===== config.mk =====
export PLATFORM = sky130hd
export DESIGN_NAME = wltm_mixer
export DESIGN_NICKNAME = d
export VERILOG_FILES = /design/src/rtl/wltm_pkg.sv /design/src/rtl/wltm_stream_if.sv /design/src/rtl/wltm_skid_buf.sv /design/src/rtl/wltm_mixer.sv
export SDC_FILE = /design/constraint.sdc
export NUM_CORES = 1
export LEC_CHECK = 0
export BUFFER_PORTS_ARGS = -buffer_cell sky130_fd_sc_hd__buf_2
export CORE_MARGIN = 1.5
export CORE_UTILIZATION = 37
export CTS_CLUSTER_DIAMETER = 30
export CTS_CLUSTER_SIZE = 14
export DETAILED_ROUTE_END_ITERATION = 10
export PLACE_DENSITY_LB_ADDON = 0.08
export SYNTH_ARGS = -nofsm -noshare
export SYNTH_HDL_FRONTEND = slang
export SYNTH_SLANG_ARGS = --single-unit

===== constraint.sdc =====
create_clock -name clk -period 6.5 [get_ports clk]
set_input_delay 0.65 -clock clk [delete_from_list [all_inputs] [get_ports clk]]
set_output_delay 0.65 -clock clk [all_outputs]
set_load 0.01 [all_outputs]

===== src/rtl/wltm_pkg.sv =====
// Purpose: Shared constants for the word lane transfer mixer.
// Assumes: 100 MHz system clock, 36-bit buffers, 12- or 18-bit host bus.
// Notes: Pulse widths are kept in ns; cycle counts are derived here.
`default_nettype none
package wltm_pkg;
   // Clock period in ns
   localparam int CLK_PERIOD_NS = 10;
   // Read strobe widths in ns for the two host kinds
   localparam int SHORT_PULSE_NS = 100;
   localparam int LONG_PULSE_NS = 1000;
   // Strobe widths in cycles, never below one cycle
   localparam int SHORT_PULSE_CYC = (SHORT_PULSE_NS / CLK_PERIOD_NS < 1) ? 1 :
                                    SHORT_PULSE_NS / CLK_PERIOD_NS;
   localparam int LONG_PULSE_CYC = (LONG_PULSE_NS / CLK_PERIOD_NS < 1) ? 1 :
                                   LONG_PULSE_NS / CLK_PERIOD_NS;
   localparam int CNT_W = $clog2(LONG_PULSE_CYC + 1);
   // Buffer and bus widths
   localparam int WORD_W = 36;
   localparam int HOST_W = 18;
   localparam int SEL_W = 6;
   // Default selection codes, octal 70, 71, 72
   localparam logic [5:0] SEL_CODE0_DEF = 6'h38;
   localparam logic [5:0] SEL_CODE1_DEF = 6'h39;
   localparam logic [5:0] SEL_CODE2_DEF = 6'h3a;
   // Lane field boundaries inside the 36-bit word
   localparam int L0_LO = 0;
   localparam int L1_LO = 12;
   localparam int L2_LO = 18;
   localparam int L3_LO = 24;
   // Lane strobe bit indices
   localparam int LANE0 = 0;
   localparam int LANE1 = 1;
   localparam int LANE2 = 2;
   localparam int LANE3 = 3;
   // Lane masks for each transfer step
   localparam logic [3:0] M_FIRST12 = 4'h1;
   localparam logic [3:0] M_MID12 = 4'h6;
   localparam logic [3:0] M_LAST12 = 4'h8;
   localparam logic [3:0] M_FIRST18 = 4'h3;
   localparam logic [3:0] M_LAST18 = 4'hc;
   localparam logic [3:0] M_NONE = 4'h0;
   // Host kind
   typedef enum logic {WLTM_HOST12, WLTM_HOST18} wltm_host_e;
endpackage
`default_nettype wire


===== src/rtl/wltm_stream_if.sv =====
// Purpose: Valid/ready word carrier between the mixer and its buffer.
// Assumes: Single clock domain.
// Notes: Source drives valid and data, sink drives ready.
`timescale 1ns/1ps
`default_nettype none
interface wltm_stream_if #(parameter int WIDTH = 36);
   logic valid; // Word offered
   logic ready; // Word accepted when valid
   logic [WIDTH-1:0] data; // Word content
   modport src (output valid, output data, input ready);
   modport snk (input valid, input data, output ready);
endinterface
`default_nettype wire


===== src/rtl/wltm_skid_buf.sv =====
// Purpose: Two-entry buffer with valid and ready on both sides.
// Assumes: Synchronous active-high reset.
// Notes: Full after two words; ready drops so the source stalls.
`timescale 1ns/1ps
`default_nettype none
module wltm_skid_buf #(
   parameter int WIDTH = 36
) (
   input wire logic clk,
   input wire logic sys_rst,
   wltm_stream_if.snk in_if,
   wltm_stream_if.src out_if
);
   import wltm_pkg::*;

   // Refuse a zero-width build
   if (WIDTH < 1) begin : g_chk
      $error("wltm_skid_buf: WIDTH must be at least 1");
   end

   logic [WIDTH-1:0] mem_r [2]; // Two storage slots
   logic rd_idx_r; // Slot read next
   logic wr_idx_r; // Slot written next
   logic [1:0] cnt_r; // Words held
   logic push; // Word entering
   logic pop; // Word leaving

   // Honest full and empty from the count
   assign in_if.ready = (cnt_r != 2'h2);
   assign out_if.valid = (cnt_r != 2'h0);
   assign out_if.data = mem_r[rd_idx_r];
   assign push = in_if.valid && in_if.ready;
   assign pop = out_if.valid && out_if.ready;

   // Storage write
   always_ff @(posedge clk) begin
      if (push) begin
         mem_r[wr_idx_r] <= in_if.data;
      end
   end

   // Pointers and occupancy
   always_ff @(posedge clk) begin
      if (sys_rst) begin
         rd_idx_r <= 1'b0;
         wr_idx_r <= 1'b0;
         cnt_r <= 2'h0;
      end else begin
         if (push) begin
            wr_idx_r <= ~wr_idx_r;
         end
         if (pop) begin
            rd_idx_r <= ~rd_idx_r;
         end
         // Simultaneous push and pop leaves the count alone
         if (push && !pop) begin
            cnt_r <= cnt_r + 2'h1;
         end else if (pop && !push) begin
            cnt_r <= cnt_r - 2'h1;
         end
      end
   end
endmodule // wltm_skid_buf
`default_nettype wire


===== src/rtl/wltm_mixer.sv =====
// Purpose: Lane sequencing between 36-bit buffers and a 12/18-bit host bus.
// Assumes: Host pulses are synchronous one-cycle strobes; configuration is static.
// Notes: Outbound words pass a two-entry buffer before the outbound buffer.
// Contract
// - Respond to three configured selection codes only.
// - Decode instruction bits 3 to 8.
// - Support 12-bit and 18-bit host modes.
// - Hold 18-bit read data about one microsecond.
// - Read strobes 100 ns or 1 us.
// - Three 12-bit reads; first gives bits 0-11.
// - Middle read enables lanes 12-17, 18-23 together.
// - Third 12-bit read gives bits 24-35.
// - Three 12-bit loads fill inbound lanes in order.
// - First 18-bit read also strobes lane 12-17.
// - Second 18-bit read gives bits 18-35.
// - Two 18-bit loads fill bits 0-17, 18-35.
// - Last lane read empties the outbound buffer.
// - Last lane load sets inbound full.
`timescale 1ns/1ps
`default_nettype none
module wltm_mixer (
   input wire logic clk,
   input wire logic sys_rst,
   // Static configuration
   input wire logic host18_mode,
   input wire logic [wltm_pkg::SEL_W-1:0] sel_code0,
   input wire logic [wltm_pkg::SEL_W-1:0] sel_code1,
   input wire logic [wltm_pkg::SEL_W-1:0] sel_code2,
   // Host I/O bus
   input wire logic [wltm_pkg::SEL_W-1:0] host_sel,
   input wire logic host_rd,
   input wire logic host_ld,
   input wire logic [wltm_pkg::HOST_W-1:0] host_wdata,
   output logic [wltm_pkg::HOST_W-1:0] host_rdata,
   output logic host_rdata_en,
   output logic [3:0] lane_rd_strobe,
   output logic [3:0] lane_ld_strobe,
   // Wide side, outbound words in
   input wire logic ob_valid,
   input wire logic [wltm_pkg::WORD_W-1:0] ob_data,
   output logic ob_ready,
   output logic ob_full,
   output logic ob_empty,
   // Wide side, inbound words out
   output logic ib_valid,
   output logic [wltm_pkg::WORD_W-1:0] ib_data,
   input wire logic ib_ready
);
   import wltm_pkg::*;

   // Match of a selection code against instruction bits 3 to 8
   function automatic logic sel_hit(input logic [SEL_W-1:0] sel, input logic [SEL_W-1:0] code);
      sel_hit = (sel == code);
   endfunction

   // Gather the masked lanes into host bus order for the given mode
   function automatic logic [HOST_W-1:0] lane_mux(input logic [WORD_W-1:0] w,
                                                  input logic [3:0] m, input logic h18);
      logic [HOST_W-1:0] r;
      r = '0;
      if (h18) begin
         if (m[LANE0]) r[11:0] = w[L1_LO-1:L0_LO];
         if (m[LANE1]) r[17:12] = w[L2_LO-1:L1_LO];
         if (m[LANE2]) r[5:0] = w[L3_LO-1:L2_LO];
         if (m[LANE3]) r[17:6] = w[WORD_W-1:L3_LO];
      end else begin
         if (m[LANE0]) r[11:0] = w[L1_LO-1:L0_LO];
         if (m[LANE1]) r[5:0] = w[L2_LO-1:L1_LO];
         if (m[LANE2]) r[11:6] = w[L3_LO-1:L2_LO];
         if (m[LANE3]) r[11:0] = w[WORD_W-1:L3_LO];
      end
      lane_mux = r;
   endfunction

   wltm_stream_if #(.WIDTH(WORD_W)) buf_in_if ();
   wltm_stream_if #(.WIDTH(WORD_W)) buf_out_if ();

   logic [WORD_W-1:0] outbound_buffer_r; // Word awaiting host reads
   logic ob_full_r; // Outbound word present
   logic [WORD_W-1:0] inbound_buffer_r; // Word assembled from host loads
   logic ib_full_r; // Inbound word complete
   logic [CNT_W-1:0] rd_cnt_r; // Remaining read strobe cycles
   logic [3:0] rd_mask_r; // Lanes strobed by current read
   logic [HOST_W-1:0] rdata_r; // Data held on host bus
   logic [3:0] ld_mask_r; // One-cycle load strobe copy
   logic [1:0] hit; // Index of matched code
   logic any_hit; // Some code matched
   logic [3:0] rd_mask_nxt; // Lanes for an accepted read
   logic [3:0] ld_mask_nxt; // Lanes for an accepted load
   logic rd_go; // Read accepted this cycle
   logic ld_go; // Load accepted this cycle
   logic rd_busy; // Strobe still running
   wltm_host_e host_kind; // Configured host kind

   assign host_kind = host18_mode ? WLTM_HOST18 : WLTM_HOST12;

   // Outbound words pass the two-entry buffer
   assign buf_in_if.valid = ob_valid;
   assign buf_in_if.data = ob_data;
   assign ob_ready = buf_in_if.ready;
   // Drain only when the outbound buffer is free, so a slow host stalls the source
   assign buf_out_if.ready = !ob_full_r;

   wltm_skid_buf #(.WIDTH(WORD_W)) u_buf (
      .clk(clk),
      .sys_rst(sys_rst),
      .in_if(buf_in_if),
      .out_if(buf_out_if)
   );

   // Selection decode; anything else is ignored
   always_comb begin
      any_hit = 1'b1;
      if (sel_hit(host_sel, sel_code0)) begin
         hit = 2'h0;
      end else if (sel_hit(host_sel, sel_code1)) begin
         hit = 2'h1;
      end else if (sel_hit(host_sel, sel_code2)) begin
         hit = 2'h2;
      end else begin
         hit = 2'h0;
         any_hit = 1'b0;
      end
   end

   // Lane masks per step; in 18-bit mode the third code selects nothing
   always_comb begin
      rd_mask_nxt = M_NONE;
      ld_mask_nxt = M_NONE;
      unique case (host_kind)
         WLTM_HOST12: begin
            unique case (hit)
               2'h0: begin
                  rd_mask_nxt = M_FIRST12;
                  ld_mask_nxt = M_FIRST12;
               end
               2'h1: begin
                  rd_mask_nxt = M_MID12;
                  ld_mask_nxt = M_MID12;
               end
               2'h2: begin
                  rd_mask_nxt = M_LAST12;
                  ld_mask_nxt = M_LAST12;
               end
               default: begin
                  rd_mask_nxt = M_NONE;
                  ld_mask_nxt = M_NONE;
               end
            endcase
         end
         WLTM_HOST18: begin
            if (hit == 2'h0) begin
               rd_mask_nxt = M_FIRST18;
               ld_mask_nxt = M_FIRST18;
            end else if (hit == 2'h1) begin
               rd_mask_nxt = M_LAST18;
               ld_mask_nxt = M_LAST18;
            end
         end
      endcase
   end

   assign rd_busy = (rd_cnt_r != '0);
   // Reads only when a word is held and no strobe runs
   assign rd_go = host_rd && any_hit && ob_full_r && !rd_busy && (rd_mask_nxt != M_NONE);
   // Loads refused while a complete word waits for the wide side
   assign ld_go = host_ld && any_hit && !ib_full_r && (ld_mask_nxt != M_NONE);

   // Outbound holding word and its full flag
   always_ff @(posedge clk) begin
      if (sys_rst) begin
         ob_full_r <= 1'b0;
         outbound_buffer_r <= '0;
      end else if (!ob_full_r && buf_out_if.valid) begin
         outbound_buffer_r <= buf_out_if.data;
         ob_full_r <= 1'b1;
      end else if (rd_go && rd_mask_nxt[LANE3]) begin
         ob_full_r <= 1'b0;
      end
   end

   // Read strobe timer sized to the host kind
   always_ff @(posedge clk) begin
      if (sys_rst) begin
         rd_cnt_r <= '0;
         rd_mask_r <= M_NONE;
      end else if (rd_go) begin
         rd_mask_r <= rd_mask_nxt;
         // Long strobe keeps data up for the slower host
         rd_cnt_r <= host18_mode ? CNT_W'(LONG_PULSE_CYC) : CNT_W'(SHORT_PULSE_CYC);
      end else if (rd_busy) begin
         rd_cnt_r <= rd_cnt_r - CNT_W'(1);
         if (rd_cnt_r == CNT_W'(1)) begin
            rd_mask_r <= M_NONE;
         end
      end
   end

   // Read data captured at strobe start; the buffer may refill meanwhile
   always_ff @(posedge clk) begin
      if (sys_rst) begin
         rdata_r <= '0;
      end else if (rd_go) begin
         rdata_r <= lane_mux(outbound_buffer_r, rd_mask_nxt, host18_mode);
      end else if (rd_busy && rd_cnt_r == CNT_W'(1)) begin
         rdata_r <= '0;
      end
   end

   // Inbound lane capture from the host bus
   always_ff @(posedge clk) begin
      if (sys_rst) begin
         inbound_buffer_r <= '0;
      end else if (ld_go) begin
         if (host18_mode) begin
            if (ld_mask_nxt[LANE0]) inbound_buffer_r[L2_LO-1:L0_LO] <= host_wdata;
            if (ld_mask_nxt[LANE3]) inbound_buffer_r[WORD_W-1:L2_LO] <= host_wdata;
         end else begin
            if (ld_mask_nxt[LANE0]) inbound_buffer_r[L1_LO-1:L0_LO] <= host_wdata[11:0];
            if (ld_mask_nxt[LANE1]) inbound_buffer_r[L3_LO-1:L1_LO] <= host_wdata[11:0];
            if (ld_mask_nxt[LANE3]) inbound_buffer_r[WORD_W-1:L3_LO] <= host_wdata[11:0];
         end
      end
   end

   // Inbound full flag; loads are refused while set so set and clear never meet
   always_ff @(posedge clk) begin
      if (sys_rst) begin
         ib_full_r <= 1'b0;
      end else if (ld_go && ld_mask_nxt[LANE3]) begin
         ib_full_r <= 1'b1;
      end else if (ib_full_r && ib_ready) begin
         ib_full_r <= 1'b0;
      end
   end

   // One-cycle load strobe copy for observation
   always_ff @(posedge clk) begin
      if (sys_rst) begin
         ld_mask_r <= M_NONE;
      end else begin
         ld_mask_r <= ld_go ? ld_mask_nxt : M_NONE;
      end
   end

   assign host_rdata = rdata_r;
   assign host_rdata_en = rd_busy;
   assign lane_rd_strobe = rd_mask_r;
   assign lane_ld_strobe = ld_mask_r;
   assign ob_full = ob_full_r;
   assign ob_empty = !ob_full_r;
   assign ib_valid = ib_full_r;
   assign ib_data = inbound_buffer_r;
endmodule // wltm_mixer
`default_nettype wire


==> impl_metrics.yaml, run 1 <==
cts:
  cts_inserted_buffers: 17
  cts_tree: "built"
  htree_levels: 4
  cts.sinks: 183
  root_buffer: "clkbuf_16"
  hold_buffers: 0
  cts_setup_buffers: 0
  ctsLongestPathBuffers: 2
  insertion_delay_ns: 0.44
  path_clk_slew_ns: 0.08
  cts.repair.resized: 0
hold_path:
  holdPathStages: 1
  hold_path_class: "primary input to flop"
detailed_routing:
  vias_per_cell: 5.28
  wl_per_cell_um: 18.2
  antenna_left: 0
  drt_iter0_markers: 323
  wl_um: 19900
  drt_pass1_iterations: 4
  drc: 0
  vias: 5780
global_route:
  grtUsageTotal_pct: 18.8
  grt_max_degree: 88
  overflow: 0
  grt_pass1_wl_um: 31100
  antenna_found_initial: 0
  grt_pass1_vias: 5602
floorplanning:
  die_area_sq_um: 21400
  fp.dieW_um: 146
  fp-row-count: 52
  core_area_sq_um: 20200
  initial_core_util_pct: 37.6
  ios: 152
  die_h_um: 146
finish:
  layout-drive-gt1-share_pct: 24.5
  fin_nets: 899
  seqCellArea_sq_um: 4390
  n_antenna_cell: 0
  multi_input_area_sq_um: 2970
  final_util_pct: 45.2
  syn_to_final_growth_pct: 20.2
  fill_cells: 1946
critical_path:
  crit_path_end: "host_rdata[12]"
  end_kind: "flop"
  r2r_end: "host_rdata[12]"
  r2r_slack_ns: 3.61
  worstPathRequired_ns: 6.82
  crit_start: "rd_cnt_r[0]"
  critPathMaxFanout: 13
  crit_type: "flop to flop"
  r2r_cells: 7
  worstPathArrival_ns: 3.21
  critPathLaunchType: "flop"
  r2r-start: "rd_cnt_r[0]"
placement:
  hpwlAfterDp_um: 14300
  gp_congestion: 0.829
  numPortBuffers: 151
  place_worst_setup_slack_ns: 3.25
sta:
  drv_slew: 0
  post-route-period-util_pct: 44.4
  rsz0062_at_grt: "no"
  fin_skew_ns: 0.00911
  finalHoldViolations: 0
  setup_violations: 0
  period_needed_ns: 2.89
  fin_ws_ns: 3.61
  worst_slew_pin_slew_ns: 1.16
  fmaxAchievable_mhz: 347
  tns_ns: 0
  timing.slew.headroom_pct: 22.5
synthesis:
  syn_inst: 682
  synth_ff_type: "dfxtp_1"
  syn_nets: 770
  synth_edf_count: 72
  synthDistinctLibCells: 55
  synth_warnings: 0
  synth_area_sq_um: 7590
  synthArstFlopShare_pct: 0
  avgSynthCellArea_sq_um: 11.1
  seq_area_frac_synth_pct: 57.8
  synth_seq_cells: 183
power:
  peakVddDrop_uv: 186
  pwr-share-clk_pct: 29.4
  p_int_w: 0.00228
  p_per_area_nw_per_um2: 380
  p_leak_nw: 3.46
  p_sw_share_pct: 34.3
  power.switching_w: 0.00119
  power_frac_comb_pct: 21.9
  seq_power_share_pct: 48.7
job:
  cap_violations: 0
outcome:
  status: "finished, final reports clean"
[metal layers]
layer  wire length, um  track usage, %  part of all wire [%]
met5                 0               0                     0
met4               268            5.66                   1.3
met3               904            3.84                   4.5
met2              9410            30.4                    47
met1              9330            25.5                    47
[cells in the final DEF (no fill, tap or decap), types with 6 or more instances in the layout]
cell,netlist,routed
or3_1,17,17
o21ai_0,9,9
nor3_1,17,17
dfxtp_1,111,110
a211oi_1,54,54
o221ai_1,6,6
nor2b_1,14,14
a311oi_1,6,6
edfxtp_1,72,72
a22oi_1,6,6
mux2i_1,48,48
a221o_1,6,6
a21oi_1,51,51
clkbuf_16,0,17
o2111ai_1,8,8
xnor2_1,15,15
or4_1,7,7
xor2_1,11,11
nand2_1,22,22
buf_4,0,6
a211o_1,6,6
buf_2,10,151
a22o_1,8,8
nor2_1,73,70
and3_1,8,8
inv_1,12,12
[state kept, by name (all words and copies together) (netlist names)]
register	flops
ib_data	36
ib_valid	1
lane_rd_strobe	4
u_buf.mem_r	72
host_rdata	18
u_buf.cnt_r	2
outbound_buffer_r	36
u_buf.rd_idx_r	1
ob_full	1
lane_ld_strobe	4
u_buf.wr_idx_r	1
rd_cnt_r	7
[critical path, cell delays in order, from the launching register on]
cell,delay (ns)
dfxtp_1,0.36
inv_1,0.07
ha_1,0.28
or3b_1,0.39
nor3_2,0.46
o31a_1,0.55
nor3_1,0.25
a221o_1,0.40
[metrics by stage]
step                      instances  hold WS [ns]  power (W)  instance area (sq um)
after floorplan                 682         0.464    0.00218                   7590
after global placement         1062         0.453    0.00247                   8540
after detailed placement       1062         0.463    0.00249                   8540
after CTS                      1094         0.379    0.00351                   9120
after global routing           1094         0.379    0.00367                   9120
final                          1094         0.398    0.00346                   9120
[cells by family after synthesis]
| kind of cell | count (synthesis) | synth area share [%] |
|---|---|---|
| adders and majority gates | 3 | 0.495 |
| xor gates and xnor gates | 26 | 3.00 |
| DFF | 183 | 57.8 |
| buffers and inverters | 59 | 3.18 |
| AOI/OAI and AO/OA | 183 | 17.3 |
| muxes | 48 | 6.33 |
| and+or+nand+nor | 180 | 11.9 |
[cells in the mapped netlist (all sizes together) (3+ instances only)]
library cell / instances / area share, %
or4: 7 / 0.69
a22oi: 7 / 0.76
o221ai: 6 / 0.69
inv: 12 / 0.59
edfxtp: 72 / 29
nor4: 3 / 0.33
o2111ai: 8 / 0.92
a211o: 6 / 0.69
nor3: 20 / 1.5
nand3: 3 / 0.20
and3: 8 / 0.66
o211ai: 4 / 0.40
ha: 3 / 0.49
nor2: 73 / 3.6
a22o: 8 / 0.92
a211oi: 55 / 5.6
a221o: 6 / 0.79
a21oi: 52 / 3.5
nor2b: 14 / 1.2
buf: 15 / 1.0
dfxtp: 111 / 29
o21ai: 11 / 0.73
xnor2: 15 / 1.7
mux2i: 48 / 6.3
nand2b: 4 / 0.33
nand2: 22 / 1.1
a311oi: 6 / 0.69
clkbuf: 32 / 1.6
xor2: 11 / 1.3
o21a: 4 / 0.40
or3: 17 / 1.4
[cell type report]
type	count	share of cell area [%]
Sequential cell	183	48.1
Tap cell	270	3.70
Inverter	12	0.494
Clock buffer	17	4.66
Multi-Input combinational cell	440	32.6
Clock inverter	15	1.69
Timing Repair Buffer	157	8.78
[worst min path at each step]
stage	from	end
6_report	ob_data[24]	u_buf.mem_r[0][24]
5_1_grt	ob_data[25]	u_buf.mem_r[1][25]
4_1_cts	ob_data[13]	u_buf.mem_r[1][13]
3_5_place_dp	lane_rd_strobe[1]	lane_rd_strobe[1]
3_3_place_gp	lane_rd_strobe[1]	lane_rd_strobe[1]
2_1_floorplan	rd_cnt_r[6]	rd_cnt_r[6]
[power by group through the flow]
stage,Clock [W],Sequential (W),Combinational [W]
4_1_cts,0.00104,0.00169,0.000770
3_5_place_dp,0,0.00172,0.000768
5_1_grt,0.00109,0.00172,0.000856
6_report,0.00102,0.00169,0.000758
3_3_place_gp,0,0.00172,0.000751
2_1_floorplan,0,0.00156,0.000620
Note: power is estimated with default switching activity, not from simulation.
==> inputs of run 2 (changes only) <==
clock period = 2.33 ns   (was 6.5 ns; I/O delays follow)
==> run 2 against run 1 <==
  * Wire length is 3.0% higher
  * Core utilization is 3.2 points higher
  * Highest routed layer unchanged
  * Clock power grew to 2.9 times the previous value
  * Maximum frequency is 36% higher
  * Sequential power grew to 2.7 times the previous value
  * Combinational power grew to 3.2 times the previous value
  * Sequential share of layout area is 3.2 points lower
  * Die area stayed put
  * Flip-flop and latch count stayed put
  * Design area is 7.0% higher
  * Power grew to 2.9 times the previous value
==> impl_metrics.yaml, run 2 (synthesis results as in run 1) <==
sta:
  finalHoldViolations: 0
  drv_slew: 0
  fmaxAchievable_mhz: 471
  setup_violations: 0
  worst_slew_pin_slew_ns: 0.875
  fin_skew_ns: 0.00954
  post-route-period-util_pct: 91.1
  tns_ns: 0
  period_needed_ns: 2.12
  rsz0062_at_grt: "no"
  timing.slew.headroom_pct: 41.1
floorplanning:
  fp-row-count: 52
  core_area_sq_um: 20200
  initial_core_util_pct: 37.6
  fp.dieW_um: 146
  die_h_um: 146
  die_area_sq_um: 21400
  ios: 152
critical_path:
  end_kind: "flop"
  worstPathArrival_ns: 2.47
  r2r-start: "rd_cnt_r[0]"
  crit_type: "flop to flop"
  critPathTopFamily: "simple AND/OR/NAND/NOR gates"
  cpPeakStageDelay_ns: 0.36
  crit_slowest_cell: "dfxtp_1"
  crit_start: "rd_cnt_r[0]"
  worstPathBufferInverterCount: 2
  critPathLaunchType: "flop"
  worstPathRequired_ns: 2.68
  crit_chain: "inv_1 > ha_1 > or3b_1 > nor3_2 > buf_4 > nand2_1 > nor2_1 > nand2_1 > o221ai_1"
  crit_top_cell: "nand2_1"
  critPathMaxFanout: 6
placement:
  place_inst: 1089
  gp_congestion: 0.807
  hpwlAfterDp_um: 14600
  numPortBuffers: 151
detailed_routing:
  antenna_left: 0
  wl_um: 20500
  vias_per_cell: 5.18
  drc: 0
  drt_iter0_markers: 274
  vias: 5998
  wl_per_cell_um: 17.7
  drt_pass1_iterations: 4
finish:
  n_antenna_cell: 0
  largest_register: "u_buf.mem_r"
  final_util_pct: 48.4
  layout-drive-gt1-share_pct: 25.8
  seqCellArea_sq_um: 4390
  syn_to_final_growth_pct: 28.7
  fin_cells: 1157
  multi_input_area_sq_um: 2970
  fill_cells: 1851
  final_cell_mix: "151 x buf_2, 110 x dfxtp_1, 72 x edfxtp_1"
  largest_register_ffs: 72
  fin_nets: 962
  final_common_cell: "buf_2"
global_route:
  grt_max_degree: 74
  grtUsageTotal_pct: 19.5
  grt_pass1_vias: 5942
  overflow: 0
  grt_pass1_wl_um: 32200
  antenna_found_initial: 0
cts:
  htree_levels: 4
  insertion_delay_ns: 0.43
  ctsLongestPathBuffers: 2
  cts.sinks: 183
  cts_inserted_buffers: 17
  path_clk_slew_ns: 0.07
  cts_setup_buffers: 0
  cts.repair.resized: 0
  cts_tree: "built"
  root_buffer: "clkbuf_16"
power:
  peakVddDrop_uv: 512
  p_per_area_nw_per_um2: 1020
  p_leak_nw: 3.78
  power.total_w: 0.00997
outcome:
  status: "finished, final reports clean"
job:
  cap_violations: 0
hold_path:
  hp-start: "host_wdata[10]"
  hold_path_class: "primary input to flop"
-- run 2: through the flow --
step	setup slack [ns]	hold slack, ns	instance area [sq um]
2_1_floorplan	0.192	0.332	7590
3_3_place_gp	0.0212	0.420	8780
3_5_place_dp	-0.180	0.424	8780
4_1_cts	0.214	0.0546	9760
5_1_grt	0.0303	0.0671	9760
6_report	0.208	0.0727	9760
-- run 2: area by class of cell --
type / count / share of cell area (%)
clock buffers: 17 / 4.36
flip-flops and latches: 183 / 44.9
inverters: 12 / 0.461
clock inverters: 15 / 1.99
repair buffers: 220 / 14.4
well taps: 270 / 3.46
multi-input cells: 440 / 30.5
-- run 2: path summary, 6_finish.rpt --
| kind | cells past startpoint | slack [ns] | to |
|---|---|---|---|
| worst max-delay path | 9 | 0.21 | host_rdata[11] |
| worst min-delay path | 3 | 0.07 | ib_data[10] |
| worst max register to register | 9 | 0.21 | host_rdata[11] |
| worst min register to register | 2 | 0.47 | lane_rd_strobe[1] |
-- run 2: worst reg2reg max path: cells and delay by family (launching register included) --
family	cells	cell delay [ns]
AO/OA/AOI/OAI	1	0.22
buffers and inverters	2	0.26
flip-flops	1	0.36
adder cells (fa/ha/maj)	1	0.16
AND/OR/NAND/NOR	5	1.04
-- run 2: timing repair --
action | CTS | global route
endpoints found under the setup margin | 0 | 0
hold buffers | 36 | 0
hold endpoints to repair | 72 | 0
-- run 2: power by group --
part           total [W]  internal (W)  leakage, nW  switching (W)
sequential       0.00457       0.00399         1.58       0.000575
clock            0.00300       0.00156        0.300        0.00144
combinational    0.00240       0.00103         1.90        0.00137
total            0.00997       0.00658         3.78        0.00339
-- run 2: per-layer routing --
metal | vias to the layer above | GRT usage (%) | wire length (um)
met2 | 171 | 31.7 | 9690
li1 | 2960 | - | -
met1 | 2832 | 25.6 | 9520
met3 | 35 | 4.00 | 844
met4 | 0 | 7.63 | 450
met5 | - | 0 | 0
